**config.mk**
```make
export PLATFORM = sky130hd
export DESIGN_NAME = ptsr_regs
export DESIGN_NICKNAME = d
export VERILOG_FILES = /design/src/rtl/ptsr_pkg.sv /design/src/rtl/ptsr_sum_delay.sv /design/src/rtl/ptsr_regs.sv
export SDC_FILE = /design/constraint.sdc
export NUM_CORES = 1
export LEC_CHECK = 0
export ABC_AREA = 1
export ABC_CLOCK_PERIOD_IN_PS = 3900
export BUFFER_PORTS_ARGS = -buffer_cell sky130_fd_sc_hd__buf_2
export CAP_MARGIN = 10
export CORE_MARGIN = 2
export CORE_UTILIZATION = 25
export CTS_BUF_LIST = sky130_fd_sc_hd__clkbuf_2 sky130_fd_sc_hd__clkbuf_4 sky130_fd_sc_hd__clkbuf_8
export CTS_CLUSTER_DIAMETER = 100
export DETAILED_ROUTE_END_ITERATION = 10
export GPL_TIMING_DRIVEN = 0
export REMOVE_ABC_BUFFERS = 1
export SLEW_MARGIN = 0
export SYNTH_ARGS = -nofsm -noshare
export SYNTH_HDL_FRONTEND = slang
export SYNTH_HIERARCHICAL = 1
export SYNTH_SLANG_ARGS = --single-unit
```
**constraint.sdc**
```tcl
create_clock -name clk -period 3.9 [get_ports clk]
set_clock_uncertainty 0.1 [all_clocks]
set_input_delay 0.585 -clock clk [delete_from_list [all_inputs] [get_ports clk]]
set_output_delay 0.585 -clock clk [all_outputs]
set_load 0.02 [all_outputs]
```
**src/rtl/ptsr_pkg.sv**
```systemverilog
// Purpose: constants for the protection threshold and status register bank
// Assumes: byte-wide register port with 8-bit offsets
// Notes: threshold codes are decoded in ptsr_regs into the trip levels listed here
package ptsr_pkg;
  localparam logic [7:0] KEY_OFFS = 8'h00;
  localparam logic [7:0] KEY_LOCK_VALUE = 8'hA6;
  localparam logic [7:0] SUM_DELAY_OFFS = 8'h23;
  localparam logic [7:0] SUM_ADJ_OFFS = 8'h24;
  localparam logic [7:0] ABS_OV_OFFS = 8'h25;
  localparam logic [7:0] REL_OV_OFFS = 8'h26;
  localparam logic [7:0] UV_OFFS = 8'h27;
  localparam logic [7:0] OT_OFFS = 8'h28;
  localparam logic [7:0] DISABLE_OFFS = 8'h29;
  localparam logic [7:0] FAULT_OFFS = 8'h2A;
  localparam logic [7:0] PHASE_OFFS = 8'h2B;
  localparam logic [7:0] PHASE_EN_OFFS = 8'h4D;
  localparam logic [7:0] KEY_RESET = 8'h00;
  localparam logic [1:0] SUM_DELAY_RESET = 2'h1;
  localparam logic [5:0] SUM_ADJ_RESET = 6'h00;
  localparam logic [1:0] CODE2_RESET = 2'h0;
  localparam logic [4:0] DISABLE_RESET = 5'h00;
  localparam int SUM_DIR_BIT = 5;
  localparam int MONPIN_OT_BIT = 4;
  localparam int INT_OT_BIT = 3;
  localparam int SUM_OC_BIT = 2;
  localparam int UV_BIT = 1;
  localparam int OV_BIT = 0;
  localparam int NUM_PHASES = 8;
  // trip levels in millivolts, percent and degrees C
  localparam logic [11:0] SUM_BASE_MV = 12'h898;
  localparam logic [11:0] SUM_STEP_MV = 12'h032;
  localparam logic [11:0] ABS_OV_MV_00 = 12'h7D0;
  localparam logic [11:0] ABS_OV_MV_01 = 12'h708;
  localparam logic [11:0] ABS_OV_MV_10 = 12'h898;
  localparam logic [11:0] ABS_OV_MV_11 = 12'h960;
  localparam logic [7:0] REL_OV_PCT_00 = 8'h96;
  localparam logic [7:0] REL_OV_PCT_01 = 8'h8C;
  localparam logic [7:0] REL_OV_PCT_10 = 8'h82;
  localparam logic [7:0] REL_OV_PCT_11 = 8'h78;
  localparam logic [7:0] UV_PCT_00 = 8'h28;
  localparam logic [7:0] UV_PCT_01 = 8'h1E;
  localparam logic [7:0] UV_PCT_10 = 8'h32;
  localparam logic [7:0] UV_PCT_11 = 8'h3C;
  localparam logic [7:0] OT_DEG_00 = 8'h96;
  localparam logic [7:0] OT_DEG_01 = 8'hA0;
  localparam logic [7:0] OT_DEG_10 = 8'hAA;
  localparam logic [7:0] OT_DEG_11 = 8'h8C;
  // sum overcurrent persistence times in microseconds and cycles at 40 MHz
  localparam int CLK_MHZ = 40;
  localparam int SUM_DELAY_US_00 = 112;
  localparam int SUM_DELAY_US_01 = 56;
  localparam int SUM_DELAY_US_10 = 28;
  localparam int SUM_DELAY_US_11 = 14;
  localparam int SUM_DELAY_CYC_00 = SUM_DELAY_US_00 * CLK_MHZ;
  localparam int SUM_DELAY_CYC_01 = SUM_DELAY_US_01 * CLK_MHZ;
  localparam int SUM_DELAY_CYC_10 = SUM_DELAY_US_10 * CLK_MHZ;
  localparam int SUM_DELAY_CYC_11 = SUM_DELAY_US_11 * CLK_MHZ;
  localparam int DELAY_W = 13;
  typedef enum logic [1:0] {
    PTSR_SUM_IDLE = 2'b00,
    PTSR_SUM_COUNT = 2'b01,
    PTSR_SUM_TRIP = 2'b10
  } ptsr_sum_state_t;
endpackage

```
**src/rtl/ptsr_sum_delay.sv**
```systemverilog
// Purpose: persistence timer for the sum overcurrent comparator
// Assumes: comparator input already synchronised; limit fixed while counting
// Notes: a trip is a one-cycle pulse after the condition held limit cycles
module ptsr_sum_delay (
  // clock and reset
  input wire logic clk,
  input wire logic nrst,
  input wire logic clk_en,
  // condition and result
  input wire logic cond,
  input wire logic [ptsr_pkg::DELAY_W-1:0] limit,
  output logic trip
);
  import ptsr_pkg::*;
  ptsr_sum_state_t state_reg, state_next;
  logic [DELAY_W-1:0] count_reg, count_next;
  wire logic reached = (count_reg >= limit - 13'h0001);

  always_comb begin
    state_next = state_reg;
    count_next = count_reg;
    case (state_reg)
      PTSR_SUM_IDLE: begin
        count_next = '0;
        if (cond) state_next = PTSR_SUM_COUNT;
      end
      PTSR_SUM_COUNT: begin
        // any drop of the condition restarts the wait
        if (!cond) state_next = PTSR_SUM_IDLE;
        else if (reached) state_next = PTSR_SUM_TRIP;
        else count_next = count_reg + 13'h0001;
      end
      PTSR_SUM_TRIP: begin
        count_next = '0;
        if (!cond) state_next = PTSR_SUM_IDLE;
      end
      default: state_next = PTSR_SUM_IDLE;
    endcase
  end

  assign trip = (state_reg == PTSR_SUM_COUNT) && cond && reached;

  always_ff @(posedge clk or negedge nrst) begin
    if (!nrst) begin
      state_reg <= PTSR_SUM_IDLE;
      count_reg <= '0;
    end else if (clk_en) begin
      state_reg <= state_next;
      count_reg <= count_next;
    end
  end
endmodule

```
**src/rtl/ptsr_regs.sv**
```systemverilog
// Purpose: protection threshold, disable and fault indication registers
// Assumes: byte register port from the serial bus engine, one-cycle strobes
// Notes: comparator inputs are asynchronous and pass three flip-flops
// Notes on behaviour
// - Writes to protection settings are ignored while the key register holds 0xA6.
// - Bit 5 of the sum trip adjustment selects raise (0) or lower (1).
// - Sum trip level is 2.2 V plus or minus the five-bit offset times 50 mV, offset reset zero.
// - Absolute overvoltage code 00/01/10/11 gives 2.0/1.8/2.2/2.4 V.
// - Relative overvoltage code 00/01/10/11 gives 150/140/130/120 percent of reference.
// - Undervoltage code 00/01/10/11 gives 40/30/50/60 percent of reference.
// - Overtemperature code 00/01/10/11 gives 150/160/170/140 degrees C.
// - Disable bits 4 and 3 turn off monitor-pin and internal overtemperature protection.
// - Disable bits 2, 1 and 0 turn off sum overcurrent, undervoltage and overvoltage.
// - A read-only register reports fired protections in bits 4 down to 0.
// - A read-only register holds one overcurrent flag per phase, phase n at bit n-1.
// - The per-phase register updates only while the enable bit is one, else it reads zero.
// - Sum overcurrent must persist for the programmed delay before it trips.
module ptsr_regs (
  // clock and reset
  input wire logic clk,
  input wire logic nrst,
  input wire logic clk_en,
  // register port
  input wire logic wr_en,
  input wire logic rd_en,
  input wire logic [7:0] addr,
  input wire logic [7:0] wdata,
  output logic [7:0] rdata,
  // comparator inputs, asynchronous
  input wire logic sum_oc_in,
  input wire logic ov_in,
  input wire logic uv_in,
  input wire logic int_ot_in,
  input wire logic monpin_ot_in,
  input wire logic [ptsr_pkg::NUM_PHASES-1:0] phase_oc_in,
  // decoded thresholds, protection enables and fault flags
  output logic [11:0] sum_trip_mv,
  output logic [11:0] abs_ov_mv,
  output logic [7:0] rel_ov_pct,
  output logic [7:0] uv_pct,
  output logic [7:0] ot_deg,
  output logic [4:0] prot_enable,
  output logic [4:0] fault_flags
);
  import ptsr_pkg::*;

  function automatic logic [7:0] pick4(input logic [1:0] c, input logic [7:0] a, input logic [7:0] b,
                                       input logic [7:0] d, input logic [7:0] e);
    case (c)
      2'h0: pick4 = a;
      2'h1: pick4 = b;
      2'h2: pick4 = d;
      default: pick4 = e;
    endcase
  endfunction

  logic [7:0] key_reg;
  logic [7:0] phase_en_reg;
  logic [1:0] delay_reg;
  logic [5:0] adj_reg;
  logic [1:0] abs_ov_reg, rel_ov_reg, uv_reg, ot_reg;
  logic [4:0] dis_reg;
  logic [4:0] fault_reg, fault_next;
  logic [7:0] phase_reg, phase_next;
  logic [12:0] s1_reg, s2_reg, s3_reg;
  logic [7:0] rdata_reg;

  // three-stage sync; a level counts once stages two and three agree
  wire logic [12:0] raw_in = {phase_oc_in, monpin_ot_in, int_ot_in, sum_oc_in, uv_in, ov_in};
  logic [12:0] cond_reg;
  wire logic [12:0] agree = ~(s2_reg ^ s3_reg);
  wire logic [12:0] cond_next = (agree & s2_reg) | (~agree & cond_reg);

  wire logic unlocked = (key_reg != KEY_LOCK_VALUE);
  wire logic cfg_we = wr_en && unlocked;

  wire logic [DELAY_W-1:0] delay_limit =
    (delay_reg == 2'h0) ? DELAY_W'(SUM_DELAY_CYC_00) :
    (delay_reg == 2'h1) ? DELAY_W'(SUM_DELAY_CYC_01) :
    (delay_reg == 2'h2) ? DELAY_W'(SUM_DELAY_CYC_10) : DELAY_W'(SUM_DELAY_CYC_11);
  wire logic sum_trip;
  ptsr_sum_delay u_delay (
    .clk(clk),
    .nrst(nrst),
    .clk_en(clk_en),
    .cond(cond_reg[SUM_OC_BIT] && prot_enable[SUM_OC_BIT]),
    .limit(delay_limit),
    .trip(sum_trip)
  );

  wire logic [11:0] sum_off_mv = 12'(adj_reg[4:0] * SUM_STEP_MV);
  assign sum_trip_mv = adj_reg[SUM_DIR_BIT] ? SUM_BASE_MV - sum_off_mv : SUM_BASE_MV + sum_off_mv;
  assign abs_ov_mv = (abs_ov_reg == 2'h0) ? ABS_OV_MV_00 : (abs_ov_reg == 2'h1) ? ABS_OV_MV_01 :
                     (abs_ov_reg == 2'h2) ? ABS_OV_MV_10 : ABS_OV_MV_11;
  assign rel_ov_pct = pick4(rel_ov_reg, REL_OV_PCT_00, REL_OV_PCT_01, REL_OV_PCT_10, REL_OV_PCT_11);
  assign uv_pct = pick4(uv_reg, UV_PCT_00, UV_PCT_01, UV_PCT_10, UV_PCT_11);
  assign ot_deg = pick4(ot_reg, OT_DEG_00, OT_DEG_01, OT_DEG_10, OT_DEG_11);
  assign prot_enable = ~dis_reg;

  // events are gated by their enables and kept sticky
  wire logic [4:0] fault_set = {cond_reg[4:3], sum_trip, cond_reg[1:0]} & prot_enable;
  assign fault_next = fault_reg | fault_set;
  wire logic phase_on = phase_en_reg[0];
  assign phase_next = phase_on ? (phase_reg | cond_reg[12:5]) : 8'h00;
  assign fault_flags = fault_reg;

  wire logic [7:0] rd_mux =
    (addr == KEY_OFFS) ? key_reg :
    (addr == SUM_DELAY_OFFS) ? {6'h00, delay_reg} :
    (addr == SUM_ADJ_OFFS) ? {2'h0, adj_reg} :
    (addr == ABS_OV_OFFS) ? {6'h00, abs_ov_reg} :
    (addr == REL_OV_OFFS) ? {6'h00, rel_ov_reg} :
    (addr == UV_OFFS) ? {6'h00, uv_reg} :
    (addr == OT_OFFS) ? {6'h00, ot_reg} :
    (addr == DISABLE_OFFS) ? {3'h0, dis_reg} :
    (addr == FAULT_OFFS) ? {3'h0, fault_reg} :
    (addr == PHASE_OFFS) ? phase_reg :
    (addr == PHASE_EN_OFFS) ? phase_en_reg : 8'h00;
  assign rdata = rdata_reg;

  always_ff @(posedge clk or negedge nrst) begin
    if (!nrst) begin
      s1_reg <= '0;
      s2_reg <= '0;
      s3_reg <= '0;
      cond_reg <= '0;
    end else if (clk_en) begin
      s1_reg <= raw_in;
      s2_reg <= s1_reg;
      s3_reg <= s2_reg;
      cond_reg <= cond_next;
    end
  end

  // key and per-phase enable are writable even when locked, else no unlock
  always_ff @(posedge clk or negedge nrst) begin
    if (!nrst) begin
      key_reg <= KEY_RESET;
      phase_en_reg <= 8'h00;
      rdata_reg <= 8'h00;
    end else if (clk_en) begin
      if (wr_en && addr == KEY_OFFS) key_reg <= wdata;
      if (wr_en && addr == PHASE_EN_OFFS) phase_en_reg <= wdata;
      if (rd_en) rdata_reg <= rd_mux;
    end
  end

  always_ff @(posedge clk or negedge nrst) begin
    if (!nrst) begin
      delay_reg <= SUM_DELAY_RESET;
      adj_reg <= SUM_ADJ_RESET;
      abs_ov_reg <= CODE2_RESET;
      rel_ov_reg <= CODE2_RESET;
      uv_reg <= CODE2_RESET;
      ot_reg <= CODE2_RESET;
      dis_reg <= DISABLE_RESET;
    end else if (clk_en && cfg_we) begin
      if (addr == SUM_DELAY_OFFS) delay_reg <= wdata[1:0];
      if (addr == SUM_ADJ_OFFS) adj_reg <= wdata[5:0];
      if (addr == ABS_OV_OFFS) abs_ov_reg <= wdata[1:0];
      if (addr == REL_OV_OFFS) rel_ov_reg <= wdata[1:0];
      if (addr == UV_OFFS) uv_reg <= wdata[1:0];
      if (addr == OT_OFFS) ot_reg <= wdata[1:0];
      if (addr == DISABLE_OFFS) dis_reg <= wdata[4:0];
    end
  end

  always_ff @(posedge clk or negedge nrst) begin
    if (!nrst) begin
      fault_reg <= 5'h00;
      phase_reg <= 8'h00;
    end else if (clk_en) begin
      fault_reg <= fault_next;
      phase_reg <= phase_next;
    end
  end

  lock_blocks_a: assert property (@(posedge clk) disable iff (!nrst)
    clk_en && wr_en && addr == ABS_OV_OFFS && key_reg == KEY_LOCK_VALUE |=> $stable(abs_ov_reg))
    else $error("locked write changed a setting");
  lock_all_a: assert property (@(posedge clk) disable iff (!nrst)
    clk_en && wr_en && !unlocked |=> $stable({delay_reg, adj_reg, abs_ov_reg, rel_ov_reg, uv_reg, ot_reg, dis_reg}))
    else $error("locked write changed settings");
  key_write_a: assert property (@(posedge clk) disable iff (!nrst)
    clk_en && wr_en && addr == KEY_OFFS |=> key_reg == $past(wdata))
    else $error("key write lost");
  unlock_writes_a: assert property (@(posedge clk) disable iff (!nrst)
    clk_en && wr_en && addr == DISABLE_OFFS && key_reg != KEY_LOCK_VALUE |=> dis_reg == $past(wdata[4:0]))
    else $error("unlocked write lost");
  delay_write_a: assert property (@(posedge clk) disable iff (!nrst)
    clk_en && wr_en && addr == SUM_DELAY_OFFS && unlocked |=> delay_reg == $past(wdata[1:0]))
    else $error("delay write lost");
  adj_write_a: assert property (@(posedge clk) disable iff (!nrst)
    clk_en && wr_en && addr == SUM_ADJ_OFFS && unlocked |=> adj_reg == $past(wdata[5:0]))
    else $error("adjust write lost");
  ot_write_a: assert property (@(posedge clk) disable iff (!nrst)
    clk_en && wr_en && addr == OT_OFFS && unlocked |=> ot_reg == $past(wdata[1:0]))
    else $error("overtemp write lost");
  sum_level_a: assert property (@(posedge clk) disable iff (!nrst)
    adj_reg[SUM_DIR_BIT] |-> sum_trip_mv <= SUM_BASE_MV)
    else $error("lowering raised sum level");
  sum_raise_a: assert property (@(posedge clk) disable iff (!nrst)
    !adj_reg[SUM_DIR_BIT] |-> sum_trip_mv >= SUM_BASE_MV)
    else $error("raising lowered sum level");
  sum_base_a: assert property (@(posedge clk) disable iff (!nrst)
    adj_reg[4:0] == 5'h00 |-> sum_trip_mv == SUM_BASE_MV)
    else $error("sum base level wrong");
  sum_step_a: assert property (@(posedge clk) disable iff (!nrst)
    adj_reg == 6'h21 |-> sum_trip_mv == SUM_BASE_MV - SUM_STEP_MV)
    else $error("sum step wrong");
  abs_code0_a: assert property (@(posedge clk) disable iff (!nrst)
    abs_ov_reg == 2'h0 |-> abs_ov_mv == ABS_OV_MV_00)
    else $error("absolute level wrong");
  abs_code1_a: assert property (@(posedge clk) disable iff (!nrst)
    abs_ov_reg == 2'h1 |-> abs_ov_mv == ABS_OV_MV_01)
    else $error("absolute level wrong");
  abs_code2_a: assert property (@(posedge clk) disable iff (!nrst)
    abs_ov_reg == 2'h2 |-> abs_ov_mv == ABS_OV_MV_10)
    else $error("absolute level wrong");
  abs_code3_a: assert property (@(posedge clk) disable iff (!nrst)
    abs_ov_reg == 2'h3 |-> abs_ov_mv == ABS_OV_MV_11)
    else $error("absolute level wrong");
  rel_code0_a: assert property (@(posedge clk) disable iff (!nrst)
    rel_ov_reg == 2'h0 |-> rel_ov_pct == REL_OV_PCT_00)
    else $error("relative level wrong");
  rel_code1_a: assert property (@(posedge clk) disable iff (!nrst)
    rel_ov_reg == 2'h1 |-> rel_ov_pct == REL_OV_PCT_01)
    else $error("relative level wrong");
  rel_code2_a: assert property (@(posedge clk) disable iff (!nrst)
    rel_ov_reg == 2'h2 |-> rel_ov_pct == REL_OV_PCT_10)
    else $error("relative level wrong");
  rel_code3_a: assert property (@(posedge clk) disable iff (!nrst)
    rel_ov_reg == 2'h3 |-> rel_ov_pct == REL_OV_PCT_11)
    else $error("relative level wrong");
  uv_code0_a: assert property (@(posedge clk) disable iff (!nrst)
    uv_reg == 2'h0 |-> uv_pct == UV_PCT_00)
    else $error("undervoltage level wrong");
  uv_code1_a: assert property (@(posedge clk) disable iff (!nrst)
    uv_reg == 2'h1 |-> uv_pct == UV_PCT_01)
    else $error("undervoltage level wrong");
  uv_code2_a: assert property (@(posedge clk) disable iff (!nrst)
    uv_reg == 2'h2 |-> uv_pct == UV_PCT_10)
    else $error("undervoltage level wrong");
  uv_code3_a: assert property (@(posedge clk) disable iff (!nrst)
    uv_reg == 2'h3 |-> uv_pct == UV_PCT_11)
    else $error("undervoltage level wrong");
  ot_code0_a: assert property (@(posedge clk) disable iff (!nrst)
    ot_reg == 2'h0 |-> ot_deg == OT_DEG_00)
    else $error("overtemp code wrong");
  ot_code1_a: assert property (@(posedge clk) disable iff (!nrst)
    ot_reg == 2'h1 |-> ot_deg == OT_DEG_01)
    else $error("overtemp code wrong");
  ot_code2_a: assert property (@(posedge clk) disable iff (!nrst)
    ot_reg == 2'h2 |-> ot_deg == OT_DEG_10)
    else $error("overtemp code wrong");
  ot_code_a: assert property (@(posedge clk) disable iff (!nrst)
    ot_reg == 2'h3 |-> ot_deg == OT_DEG_11)
    else $error("overtemp code wrong");
  fault_sticky_a: assert property (@(posedge clk) disable iff (!nrst)
    clk_en && fault_reg[0] |=> fault_reg[0])
    else $error("fault flag dropped");
  sticky_all_a: assert property (@(posedge clk) disable iff (!nrst)
    clk_en |=> (fault_reg & $past(fault_reg)) == $past(fault_reg))
    else $error("fault flags dropped");
  disabled_quiet_a: assert property (@(posedge clk) disable iff (!nrst)
    clk_en && dis_reg[UV_BIT] && !fault_reg[UV_BIT] |=> !fault_reg[UV_BIT])
    else $error("disabled protection flagged");
  ov_quiet_a: assert property (@(posedge clk) disable iff (!nrst)
    clk_en && dis_reg[OV_BIT] && !fault_reg[OV_BIT] |=> !fault_reg[OV_BIT])
    else $error("disabled overvoltage flagged");
  sum_quiet_a: assert property (@(posedge clk) disable iff (!nrst)
    clk_en && dis_reg[SUM_OC_BIT] && !fault_reg[SUM_OC_BIT] |=> !fault_reg[SUM_OC_BIT])
    else $error("disabled sum trip flagged");
  int_ot_quiet_a: assert property (@(posedge clk) disable iff (!nrst)
    clk_en && dis_reg[INT_OT_BIT] && !fault_reg[INT_OT_BIT] |=> !fault_reg[INT_OT_BIT])
    else $error("disabled overtemp flagged");
  mon_ot_quiet_a: assert property (@(posedge clk) disable iff (!nrst)
    clk_en && dis_reg[MONPIN_OT_BIT] && !fault_reg[MONPIN_OT_BIT] |=> !fault_reg[MONPIN_OT_BIT])
    else $error("disabled pin overtemp flagged");
  ov_set_a: assert property (@(posedge clk) disable iff (!nrst)
    clk_en && cond_reg[OV_BIT] && !dis_reg[OV_BIT] |=> fault_reg[OV_BIT])
    else $error("overvoltage not flagged");
  uv_set_a: assert property (@(posedge clk) disable iff (!nrst)
    clk_en && cond_reg[UV_BIT] && !dis_reg[UV_BIT] |=> fault_reg[UV_BIT])
    else $error("undervoltage not flagged");
  int_ot_set_a: assert property (@(posedge clk) disable iff (!nrst)
    clk_en && cond_reg[INT_OT_BIT] && !dis_reg[INT_OT_BIT] |=> fault_reg[INT_OT_BIT])
    else $error("overtemp not flagged");
  mon_ot_set_a: assert property (@(posedge clk) disable iff (!nrst)
    clk_en && cond_reg[MONPIN_OT_BIT] && !dis_reg[MONPIN_OT_BIT] |=> fault_reg[MONPIN_OT_BIT])
    else $error("pin overtemp not flagged");
  sum_set_a: assert property (@(posedge clk) disable iff (!nrst)
    clk_en && sum_trip |=> fault_reg[SUM_OC_BIT])
    else $error("sum trip not flagged");
  phase_gate_a: assert property (@(posedge clk) disable iff (!nrst)
    clk_en && !phase_en_reg[0] |=> phase_reg == 8'h00)
    else $error("phase flags set while off");
  phase_set_a: assert property (@(posedge clk) disable iff (!nrst)
    clk_en && phase_en_reg[0] && cond_reg[5] |=> phase_reg[0])
    else $error("phase one flag missed");
  phase_top_a: assert property (@(posedge clk) disable iff (!nrst)
    clk_en && phase_en_reg[0] && cond_reg[12] |=> phase_reg[7])
    else $error("phase eight flag missed");
  phase_sticky_a: assert property (@(posedge clk) disable iff (!nrst)
    clk_en && phase_en_reg[0] |=> (phase_reg & $past(phase_reg)) == $past(phase_reg))
    else $error("phase flag dropped");
  rd_fault_a: assert property (@(posedge clk) disable iff (!nrst)
    clk_en && rd_en && addr == FAULT_OFFS |=> rdata == {3'h0, $past(fault_reg)})
    else $error("fault read wrong");
  rd_phase_a: assert property (@(posedge clk) disable iff (!nrst)
    clk_en && rd_en && addr == PHASE_OFFS |=> rdata == $past(phase_reg))
    else $error("phase read wrong");
  freeze_hold_a: assert property (@(posedge clk) disable iff (!nrst)
    !clk_en |=> $stable({key_reg, phase_en_reg, delay_reg, adj_reg, abs_ov_reg, rel_ov_reg, uv_reg, ot_reg,
                         dis_reg, fault_reg, phase_reg, rdata_reg}))
    else $error("state moved while frozen");
  sum_wait_a: assert property (@(posedge clk) disable iff (!nrst)
    $rose(fault_reg[SUM_OC_BIT]) |-> $past(cond_reg[SUM_OC_BIT], 2))
    else $error("sum trip without persistence");
endmodule

```
==> results.md, run 1 <==
* CP peak stage delay at around 0.44 ns
* Final GP Congestion at about 0.86
* Root Buffer: clkbuf_8
* Lkg Pwr at approximately 4.7 nW
* Post-route cell area at 9030 um^2
* DR pass1 iterations at 5
* Cell Rows at 63
* Register area share after synthesis at 41.0%
* Area growth from synthesis to layout at 18.4%
* Worst-margin pin slew at 0.888 ns
* Placed Cells at 1,456
* Worst hold path startpoint: int_ot_in
* Max FO, Critical Path at 5
* Synth warn at 6
* Highest metal used: met4
* Commonest non-fill, non-tap cells in the layout: 270 x nand2_1, 145 x inv_1, 124 x dfrtp_1
* Met2 WL at slightly below 9000 um
* Global route total overflow at 0
* Post-Synthesis Cells at 996
* Reg-to-reg setup timing slack at 0.46 ns
* Clk Latency, worst-skew pair at between 0.4 and 0.5 ns
* WL met1 at between 8000 and 9000 um
* Critical Path AT at 3.04 ns
* Critical path, cell by cell: inv_2, ha_4, ha_1, ha_2, fa_2, xnor2_4, inv_1, nand2_1, nand2_1, o21ai_1, xor2_1, buf_4
* Final hold violations at 0
* Die Area at between 30,000 and 40,000 um^2
* Slew Viols, Final at 0
* Hold WC Path Type: input port to flip-flop
* Highest Clock Rate at about 270 MHz
* Initial DRC count at 316
* Area share of the largest cell type after synthesis at roughly 40%
* Boundary pin count at 100
* Worst Hold Depth at 3
* Setup violators final at 0
* Die height at 179 um
* Final Util at 30.2%
* Mean area per synthesized cell at 7.66 um^2
* Max-Cap Viols at 0
* Routed Antenna Nets at 0
* Worst path most repeated cell: nand2_1
* Maximum vdd drop at ~0.00017 V
* Hold endpoint: s1_reg[3]$_DFFE_PN0P_
* GRT Overall Usage at roughly an eighth
* Commonest non-fill, non-tap cell in the layout: nand2_1
* Vias per inst at around 4.3
* Dpl hpwl at about 14,000 um
* Synth cell types at 44
* Post-DP Area at 8440 um^2
* Avg WL per Cell at between 10 and 15 um
* Period minus WS final at ~3.7 ns
* Sink Count at roughly 130
* WS Path Type: flip-flop to output pin
* CTS Buf Count at 17
* # nets final at between 1,000 and 1,500
* Fill cells at roughly 3,200
* Antenna Cells at 0
* Die X-Extent at 179 um
* Power per cell area at between 400 and 500 nW/um^2
* Vias in the first global route at roughly 6,000
* Synth Register Bits at about 130
* Port Buf Inserts at just under 90
* Reg-to-Reg End: u_delay/count_reg[1]$_DFFE_PN0P_
* Leading area contributor after synthesis: dfrtp_1
* Tcrit/Tclk final at 95.5%
* Bufs on Longest Clock Path at 2
* Setup tns final at 0 ns
* Routed wire length at 18,400 um
* Worst reg2reg path depth at 18
* Layout cells sized above 1 at around 18%
* CTS tree: built
* Initial Util at about a quarter
* Antenna violations before repair at 0
* Pin count of the biggest net entering global routing at between 90 and 100
* CP endpoint kind: output pin
* Headroom to the max-slew limit at about two fifths
* Area contributors post-synth: dfrtp_1 41%, nand2_1 13%, ha_1 9.4%
* Crit path launch type: flip-flop
* DR WL met3 at roughly 840 um
* First-pass GRT wire length at between 30,000 and 40,000 um
* WP data required at approximately 3.2 ns
* CP max stage cell: fa_2
* Syn Std Cell Area at 7620 um^2
* Status: finished clean
* H-tree lvl count at 4
* Core Area at 29,900 um^2
* CTS clk-pin slew, worst paths at about 0.090 ns
* Finished Layout Cells at between 1,000 and 1,500
* Vias at 6,367
* Drt drc at 0
* FF-to-FF Start: delay_reg[0]$_DFFE_PN1P_
==> worst max-delay path by stage <==
| stage | from | end | slack (ns) | cells after the start |
|---|---|---|---|---|
| detailed placement | adj_reg[1]$_DFFE_PN0P_ | sum_trip_mv[9] | 0.34 | 12 |
| floorplan | adj_reg[0]$_DFFE_PN0P_ | sum_trip_mv[11] | 0.38 | 10 |
| global placement | nrst | s2_reg[6]$_DFFE_PN0P_ | 0.38 | 1 |
| CTS | adj_reg[3]$_DFFE_PN0P_ | sum_trip_mv[10] | 0.002 | 14 |
| global route | adj_reg[1]$_DFFE_PN0P_ | sum_trip_mv[10] | -0.0005 | 12 |
| finish | adj_reg[1]$_DFFE_PN0P_ | sum_trip_mv[9] | 0.18 | 12 |
==> area by class of cell <==
cell class | instances | area [um^2] | share of cell area [%]
clock inverter | 13 | 178 | 1.97
timing repair buffer | 96 | 544 | 6.03
sequential | 125 | 3130 | 34.7
tap | 390 | 488 | 5.40
multi-input combinational | 692 | 3840 | 42.5
clock buffer | 19 | 255 | 2.83
inverter | 159 | 597 | 6.61
==> what timing repair did <==
action	CTS	global route
hold buffers	1	0
pin swaps	1	6
endpoints found under the setup margin	5	5
gates resized for setup	4	18
buffers inserted	1	4
endpoints found under the hold margin	29	0
==> power breakdown <==
| group | switching, W | leakage (nW) | internal, W |
|---|---|---|---|
| Clock | 0.000594 | 0.213 | 0.000672 |
| Sequential | 0.0000930 | 1.60 | 0.00141 |
| Combinational | 0.000658 | 2.87 | 0.000378 |
==> stage by stage <==
stage | setup slack (ns) | total power, W | hold WS [ns]
finish | 0.176 | 0.00380 | 0.230
floorplan | 0.381 | 0.00215 | 0.189
global route | -0.000506 | 0.00404 | 0.204
global placement | 0.376 | 0.00245 | 0.353
detailed placement | 0.338 | 0.00248 | 0.358
CTS | 0.00233 | 0.00378 | 0.197
==> layer usage <==
metal,GRT usage [%],vias up
met5,0,-
met1,15.8,2941
met2,19.6,116
li1,-,3288
met4,3.69,0
met3,2.83,22
==> cells in the mapped netlist, drive strengths merged <==
library cell,number
a211oi,1
a21oi,23
a31o,3
a31oi,3
a41oi,1
and2,1
buf,27
clkbuf,11
clkinv,1
conb,2
dfrtp,124
dfstp,1
fa,1
ha,57
inv,158
nand2,280
nand3,63
nand3b,1
nand4,7
nor2,77
nor3,16
nor4,4
o211ai,3
o21ai,95
o21bai,1
o22ai,2
or2,10
xnor2,6
xor2,17
==> cells by family after synthesis <==
kind of cell,count (synthesis),share of synthesized area (%)
AO/OA/AOI/OAI,132,9.40
flip-flops,125,41.0
XOR/XNOR,23,2.64
adder cells (fa/ha/maj),58,9.62
buffers and inverters,197,11.0
other,2,0.0985
AND/OR/NAND/NOR,459,26.2
==> critical path, delay by kind of cell, from the launching register on <==
kind,cells,cell delay [ns]
adder cells (fa/ha/maj),4,1.14
XOR/XNOR,2,0.43
flip-flops,1,0.39
buffers and inverters,3,0.36
AND/OR/NAND/NOR,2,0.17
AO/OA/AOI/OAI,1,0.10
No activity file was read; power rests on OpenSTA's default activity.
==> run 2, diff against run 1 <==
- SYNTH_HIERARCHICAL: 1 -> not set
==> run 2 against run 1 <==
Effect of this change:
- sequential cell count unchanged
- final area shrank 7.3%
- synthesized cell count is 10% lower
- core utilization down 0.096 points
- global-route usage is 0.50 points lower
- non-clock buffer count increased by 3
==> results.md, run 2 <==
* Status: finished clean
* Clk Latency, worst-skew pair at 0.43 ns (-0.02 ns)
* Pin count of the biggest net entering global routing at 73 (-25%)
* Area share of the largest cell type after synthesis at 44.1% (+3.4 points)
* Worst-margin pin slew at 1.19 ns (+0.307 ns)
* Max FO, Critical Path at 4 (-1)
* Hold WC Path Type: input port to async pin
* Area contributors post-synth: dfrtp_1 44%, nand2_1 15%, ha_1 8.5%
* Final Util at 30.1% (-0.096 points)
* Dpl hpwl at 12,000 um (-13%)
* Period minus WS final at 3.72 ns (-0.00801 ns)
* Vias at 5,805 (-8.8%)
* Die height at 172 um (-3.8%)
* Switching fraction of total power at 28.6% (-6.8 points)
* Highest Clock Rate at 269 MHz (+0.22%)
* Synth warn at 0 (-6)
* WS Path Type: flip-flop to output pin
* Commonest non-fill, non-tap cells in the layout: 280 x nand2_1, 119 x dfrtp_1, 103 x inv_1
* Syn Std Cell Area at 7040 um^2 (-7.7%)
* Post-synth EDFFs at 0 (unchanged)
* Vias in the first global route at 5,365 (-10%)
* Post-route cell area at 8370 um^2 (-7.3%)
* First-pass GRT wire length at 26,700 um (-11%)
* Area occupied by multi-input gates at 3380 um^2 (-12%)
* Headroom to the max-slew limit at 20.4% (-20 points)
* Register area share after synthesis at 44.5% (+3.4 points)
* Pwr Total at 0.00310 W (-19%)
* H-tree lvl count at 4 (unchanged)
* Hold buffer count at CTS at 0 (-1)
* Crit path launch type: flip-flop
* CTS Buf Count at 17 (unchanged)
* Routed Antenna Nets at 0 (unchanged)
* Vias per inst at 4.22 (-1.1%)
* Register Area at 3140 um^2 (+0.20%)
* Clk pwr share at 38.1% (+4.8 points)
* P_int at 0.00221 W (-10%)
* Cell Rows at 61 (-3.2%)
* Setup violators final at 0 (unchanged)
* Die X-Extent at 172 um (-3.8%)
* Final GP Congestion at 0.804 (-6.1%)
* Placed Cells at 1,334 (-8.4%)
* Post-Synthesis Cells at 895 (-10%)
* Lkg Pwr at 4.30 nW (-8.3%)
* Initial Util at 25.3% (-0.19 points)
* WP data required at 3.21 ns (about the same)
* Die Area at 29,500 um^2 (-7.5%)
* Count leader, synth: nand2_1
* DR pass1 iterations at 4 (-1)
* Post-DP Area at 7790 um^2 (-7.6%)
* Finished Layout Cells at 1,377 (-7.8%)
* Logic gate share of total power at 13.7% (-14 points)
* # nets final at 1,068 (-9.7%)
* Commonest non-fill, non-tap cell in the layout: nand2_1
* Top cells by count, synth: 280 x nand2_1, 124 x dfrtp_1, 108 x inv_1
* Mean area per synthesized cell at 7.86 um^2 (+2.7%)
* Net Switching at 0.000885 W (-34%)
* Avg WL per Cell at 12.1 um (-2.1%)
* CTS tree: built
* Global route total overflow at 0 (unchanged)
* Drt drc at 0 (unchanged)
* Critical Path AT at 3.03 ns (about the same)
* Power per cell area at 370 nW/um^2 (-12%)
* Sequential group share of total power at 48.2% (+8.7 points)
* RSZ-0062 raised after global routing: true
* CP endpoint kind: output pin
* Sink Count at 125 (unchanged)
* CTS clk-pin slew, worst paths at 0.07 ns (-0.02 ns)
* Boundary pin count at 100 (unchanged)
* Routed wire length at 16,600 um (-9.7%)
* Core Area at 27,800 um^2 (-7.0%)
* Area growth from synthesis to layout at 19.0%
* Maximum vdd drop at 0.000219 V (+28%)
* Synth Register Bits at 125 (unchanged)
* GRT Overall Usage at 11.5% (-0.50 points)
* Max-Cap Viols at 0 (unchanged)
* Port Buf Inserts at 88 (unchanged)
* Leading area contributor after synthesis: dfrtp_1
* Fill cells at 3,043 (-4.5%)
* Layout cells sized above 1 at 18.9% (+0.82 points)
* Final hold violations at 0 (unchanged)
* Root Buffer: clkbuf_8
* Synth cell types at 37 (-16%)
* Tcrit/Tclk final at 95.3% (-0.21 points)
* Initial DRC count at 346 (+9.5%)
* Slew Viols, Final at 0 (unchanged)
* Bufs on Longest Clock Path at 2 (unchanged)
* Antenna violations before repair at 1 (+1)
* FFs w/ async S/R, synth at 100% (unchanged)
* Ys flop type: dfrtp_1
## run 2: final timing paths
| path | slack, ns | cells after the start | startpoint | to |
|---|---|---|---|---|
| min | 0.07 | 1 | nrst | s2_reg[2]$_DFFE_PN0P_ |
| min reg2reg | 0.37 | 2 | s2_reg[3]$_DFFE_PN0P_ | s2_reg[3]$_DFFE_PN0P_ |
| max | 0.18 | 13 | adj_reg[3]$_DFFE_PN0P_ | sum_trip_mv[10] |
| min in group clk | 0.25 | 3 | phase_oc_in[3] | s1_reg[8]$_DFFE_PN0P_ |
| max reg2reg | 1.30 | 10 | delay_reg[1]$_DFFE_PN0P_ | u_delay.count_reg[12]$_DFFE_PN0P_ |
| max in group asynchronous | 2.88 | 2 | nrst | delay_reg[0]$_DFFE_PN1P_ |
## run 2: cell type report
cell class                      count  area share, %
Multi-Input combinational cell    632           40.4
Sequential cell                   125           37.5
Timing Repair Buffer               99           6.59
Tap cell                          378           5.65
Inverter                          110           4.93
Clock buffer                       21           3.23
Clock inverter                     11           1.69
Antenna cell                        1         0.0299
## run 2: what timing repair did
item | CTS | global route
setup buffers | 2 | 8
gates resized for setup | 10 | 16
pin swaps | 2 | 8
endpoints found under the setup margin | 5 | 5
## run 2: logic make-up (layout without fill, tap and decap cells)
logic type / after synthesis / after routing / synth area share [%]
flip-flops: 125 / 125 / 44.5
adder cells (fa/ha/maj): 49 / 49 / 8.82
other: 2 / 12 / 0.107
AO/OA/AOI/OAI: 140 / 140 / 11.1
AND/OR/NAND/NOR: 417 / 417 / 24.6
buffers and inverters: 147 / 241 / 9.05
XOR/XNOR: 15 / 15 / 1.87
## run 2: metal layers
metal,routed length [um],GRT usage [%],vias to the layer above
met3,605,2.28,14
met4,272,4.09,0
met5,0,0,-
met2,7500,18.4,126
li1,-,-,3002
met1,8270,15.5,2663
## run 2: worst max-delay path, cell delays in order (launching register included)
cell      delay [ns]
dfrtp_2         0.40
buf_4           0.15
ha_1            0.27
ha_1            0.31
ha_1            0.23
ha_4            0.28
inv_2           0.04
xor2_2          0.17
buf_4           0.14
o211ai_1        0.14
nand2_1         0.08
xor2_1          0.16
inv_1           0.06
buf_2           0.16
## run 2: through the flow
stage | setup slack [ns] | setup TNS (ns) | hold WS (ns)
floorplan | 0.495 | 0 | 0.189
global placement | 0.365 | 0 | 0.354
finish | 0.184 | 0 | 0.0727
detailed placement | 0.304 | 0 | 0.358
global route | -0.0152 | -0.0227 | 0.102
CTS | 0.00162 | 0 | 0.0820
## run 2: power groups by stage
stage | clock (W) | sequential, W | combinational [W]
5_1_grt | 0.00128 | 0.00151 | 0.000490
3_3_place_gp | 0 | 0.00152 | 0.000408
3_5_place_dp | 0 | 0.00152 | 0.000423
4_1_cts | 0.00122 | 0.00149 | 0.000427
6_report | 0.00118 | 0.00149 | 0.000424
2_1_floorplan | 0 | 0.00151 | 0.000259
==> run 3, diff against run 2 <==
- BUFFER_PORTS_ARGS: -buffer_cell sky130_fd_sc_hd__buf_2 -> not set
- DONT_BUFFER_PORTS: not set -> 1
==> run 3 against run 2 <==
Effect of this change:
- the run now ends with hold timing left
- combinational power decreased by 19%
- clock power up 7%
- sequential share of layout area is 2.1 points higher
- via count fell by 6.6%
- count of clock-buffer cells in the layout fell by 2
- global-route usage about the same
- final area is 5.2% lower
- non-clock buffer count fell by 91
- register-to-register slack is essentially flat
- critical endpoint unchanged
- largest cell class unchanged
- highest routed layer unchanged
==> results.md, run 3 (same netlist as run 2, synthesis figures left out) <==
* Boundary pin count at 100 (unchanged)
* FF-to-FF Start: delay_reg[1]$_DFFE_PN0P_
* Avg WL per Cell at 12.7 um (+5.2%)
* Die Area at 29,500 um^2 (unchanged)
* Port Buf Inserts at 0 (-100%)
* Dpl hpwl at 11,700 um (-2.7%)
* GRT Overall Usage at 11.5% (-0.029 points)
* Period minus WS final at 3.74 ns (+0.0247 ns)
* Global route total overflow at 0 (unchanged)
* Antenna violations before repair at 1 (unchanged)
* WS Path Type: flip-flop to output pin
* Lkg Pwr at 3.98 nW (-7.5%)
* Max FO, Critical Path at 6 (+2)
* Headroom to the max-slew limit at 46.4% (+26 points)
* Routed Antenna Nets at 0 (unchanged)
* Final hold violations at 3 (+3)
* Clk Latency, worst-skew pair at 0.44 ns (about the same)
* CTS Buf Count at 17 (unchanged)
* Bufs on Longest Clock Path at 2 (unchanged)
* First-pass GRT wire length at 26,700 um (about the same)
* Vias in the first global route at 5,140 (-4.2%)
* Final Util at 28.6% (-1.6 points)
* CTS clk-pin slew, worst paths at 0.08 ns (about the same)
* Reg-to-Reg End: u_delay.count_reg[9]$_DFFE_PN0P_
* Routed wire length at 16,400 um (-1.7%)
* Initial DRC count at 339 (-2.0%)
* Worst-margin pin slew at 0.804 ns (-0.391 ns)
* Commonest non-fill, non-tap cell in the layout: nand2_1
* Worst reg2reg path depth at 9 (-1)
* Finished Layout Cells at 1,286 (-6.6%)
* Die X-Extent at 172 um (unchanged)
* Slew Viols, Final at 0 (unchanged)
* Vias per inst at 4.22 (about the same)
* DR pass1 iterations at 5 (+1)
* WP data required at 3.21 ns (about the same)
* # nets final at 977 (-8.5%)
* Reg-to-reg setup timing slack at 1.31 ns (about the same)
* Initial Util at 25.3% (unchanged)
* Die height at 172 um (unchanged)
* Final GP Congestion at 0.862 (+7.2%)
* Layout cells sized above 1 at 10.8% (-8.1 points)
* Pin count of the biggest net entering global routing at 126 (+73%)
* Core Area at 27,800 um^2 (unchanged)
* Commonest non-fill, non-tap cells in the layout: 280 x nand2_1, 120 x dfrtp_1, 103 x inv_1
* Hold WC Path Type: input port to async pin
* Power per cell area at 394 nW/um^2 (+6.4%)
* Highest Clock Rate at 267 MHz (-0.66%)
* Status: finished with violations
* Failing checks: hold timing
* Sink Count at 125 (unchanged)
* CTS tree: built
* Maximum vdd drop at 0.000192 V (-13%)
* Root Buffer: clkbuf_8
* WHS at -0.0278 ns (-0.101 ns)
* CP endpoint kind: output pin
* H-tree lvl count at 4 (unchanged)
* Setup violators final at 0 (unchanged)
* Max-Cap Viols at 0 (unchanged)
* Vias at 5,422 (-6.6%)
* Tcrit/Tclk final at 95.9% (+0.63 points)
* Critical Path AT at 3.06 ns (+0.03 ns)
* Area growth from synthesis to layout at 12.7%
* Cell Rows at 61 (unchanged)
* Placed Cells at 1,245 (-6.7%)
* Crit path launch type: flip-flop
* Drt drc at 0 (unchanged)
==> run 3: cell count changes in the layout (fill, tap and decap cells not counted), sizes merged <==
cell      before  now
clkinv         4    5
inv          111  112
clkbuf        21   19
bufinv         3    4
clkinvlp       3    2
buf           99    8
==> run 3: metrics by stage <==
step | power [W] | hold slack [ns] | instance area (um^2) | setup TNS [ns] | worst slack, ns
2_1_floorplan | 0.00177 | 0.189 | 6850 | 0 | 0.495
3_3_place_gp | 0.00184 | 0.200 | 7320 | 0 | 0.146
3_5_place_dp | 0.00185 | 0.198 | 7320 | 0 | 0.109
4_1_cts | 0.00316 | 0.0235 | 7840 | 0 | 0.00595
5_1_grt | 0.00331 | 0.0172 | 7930 | -0.0490 | -0.0285
6_report | 0.00312 | -0.0278 | 7930 | 0 | 0.159
==> run 3: power by group <==
part           internal, W  switching, W
Sequential         0.00140      0.000112
Combinational     0.000109      0.000235
Clock             0.000725      0.000539
Total              0.00224      0.000886
==> run 3: how the worst max path moves through the flow <==
stage	start	endpoint	cells after the start
2_1_floorplan	adj_reg[0]$_DFFE_PN0P_	sum_trip_mv[9]	10
3_3_place_gp	adj_reg[0]$_DFFE_PN0P_	sum_trip_mv[9]	10
3_5_place_dp	adj_reg[0]$_DFFE_PN0P_	sum_trip_mv[9]	9
4_1_cts	adj_reg[0]$_DFFE_PN0P_	sum_trip_mv[9]	11
5_1_grt	adj_reg[0]$_DFFE_PN0P_	sum_trip_mv[9]	11
6_report	adj_reg[0]$_DFFE_PN0P_	sum_trip_mv[10]	12
==> run 3: layout make-up <==
type                            instances  area (um^2)
Fill cell                            2994        19800
Multi-Input combinational cell        632         3390
Inverter                              110          413
Clock inverter                         13          189
Antenna cell                            1         2.50
Clock buffer                           19          255
Tap cell                              378          473
Timing Repair Buffer                    8         80.1
Sequential cell                       125         3130
==> run 3: worst max-delay path, cell delays in order (launching register included) <==
cell	delay (ns)
dfrtp_2	0.52
inv_2	0.10
ha_4	0.28
ha_1	0.23
ha_2	0.20
fa_2	0.57
buf_4	0.12
nand2_1	0.05
nand3_1	0.08
o211ai_1	0.09
nand2_1	0.10
xor2_1	0.18
inv_2	0.10
==> run 3: repair_timing <==
action | CTS | global route
resized for setup | 15 | 11
setup endpoints to repair | 5 | 5
cloned | 0 | 0
hold buffers | 1 | 0
buffers inserted | 2 | 5
pin swaps | 6 | 4
endpoints found under the hold margin | 125 | 0
==> run 3: layer usage <==
metal	up-vias	track usage (%)	routed length (um)
met5	-	0	0
met4	0	3.87	260
met3	13	3.57	879
met2	112	18.0	7430
met1	2474	15.1	7790
li1	2823	-	-
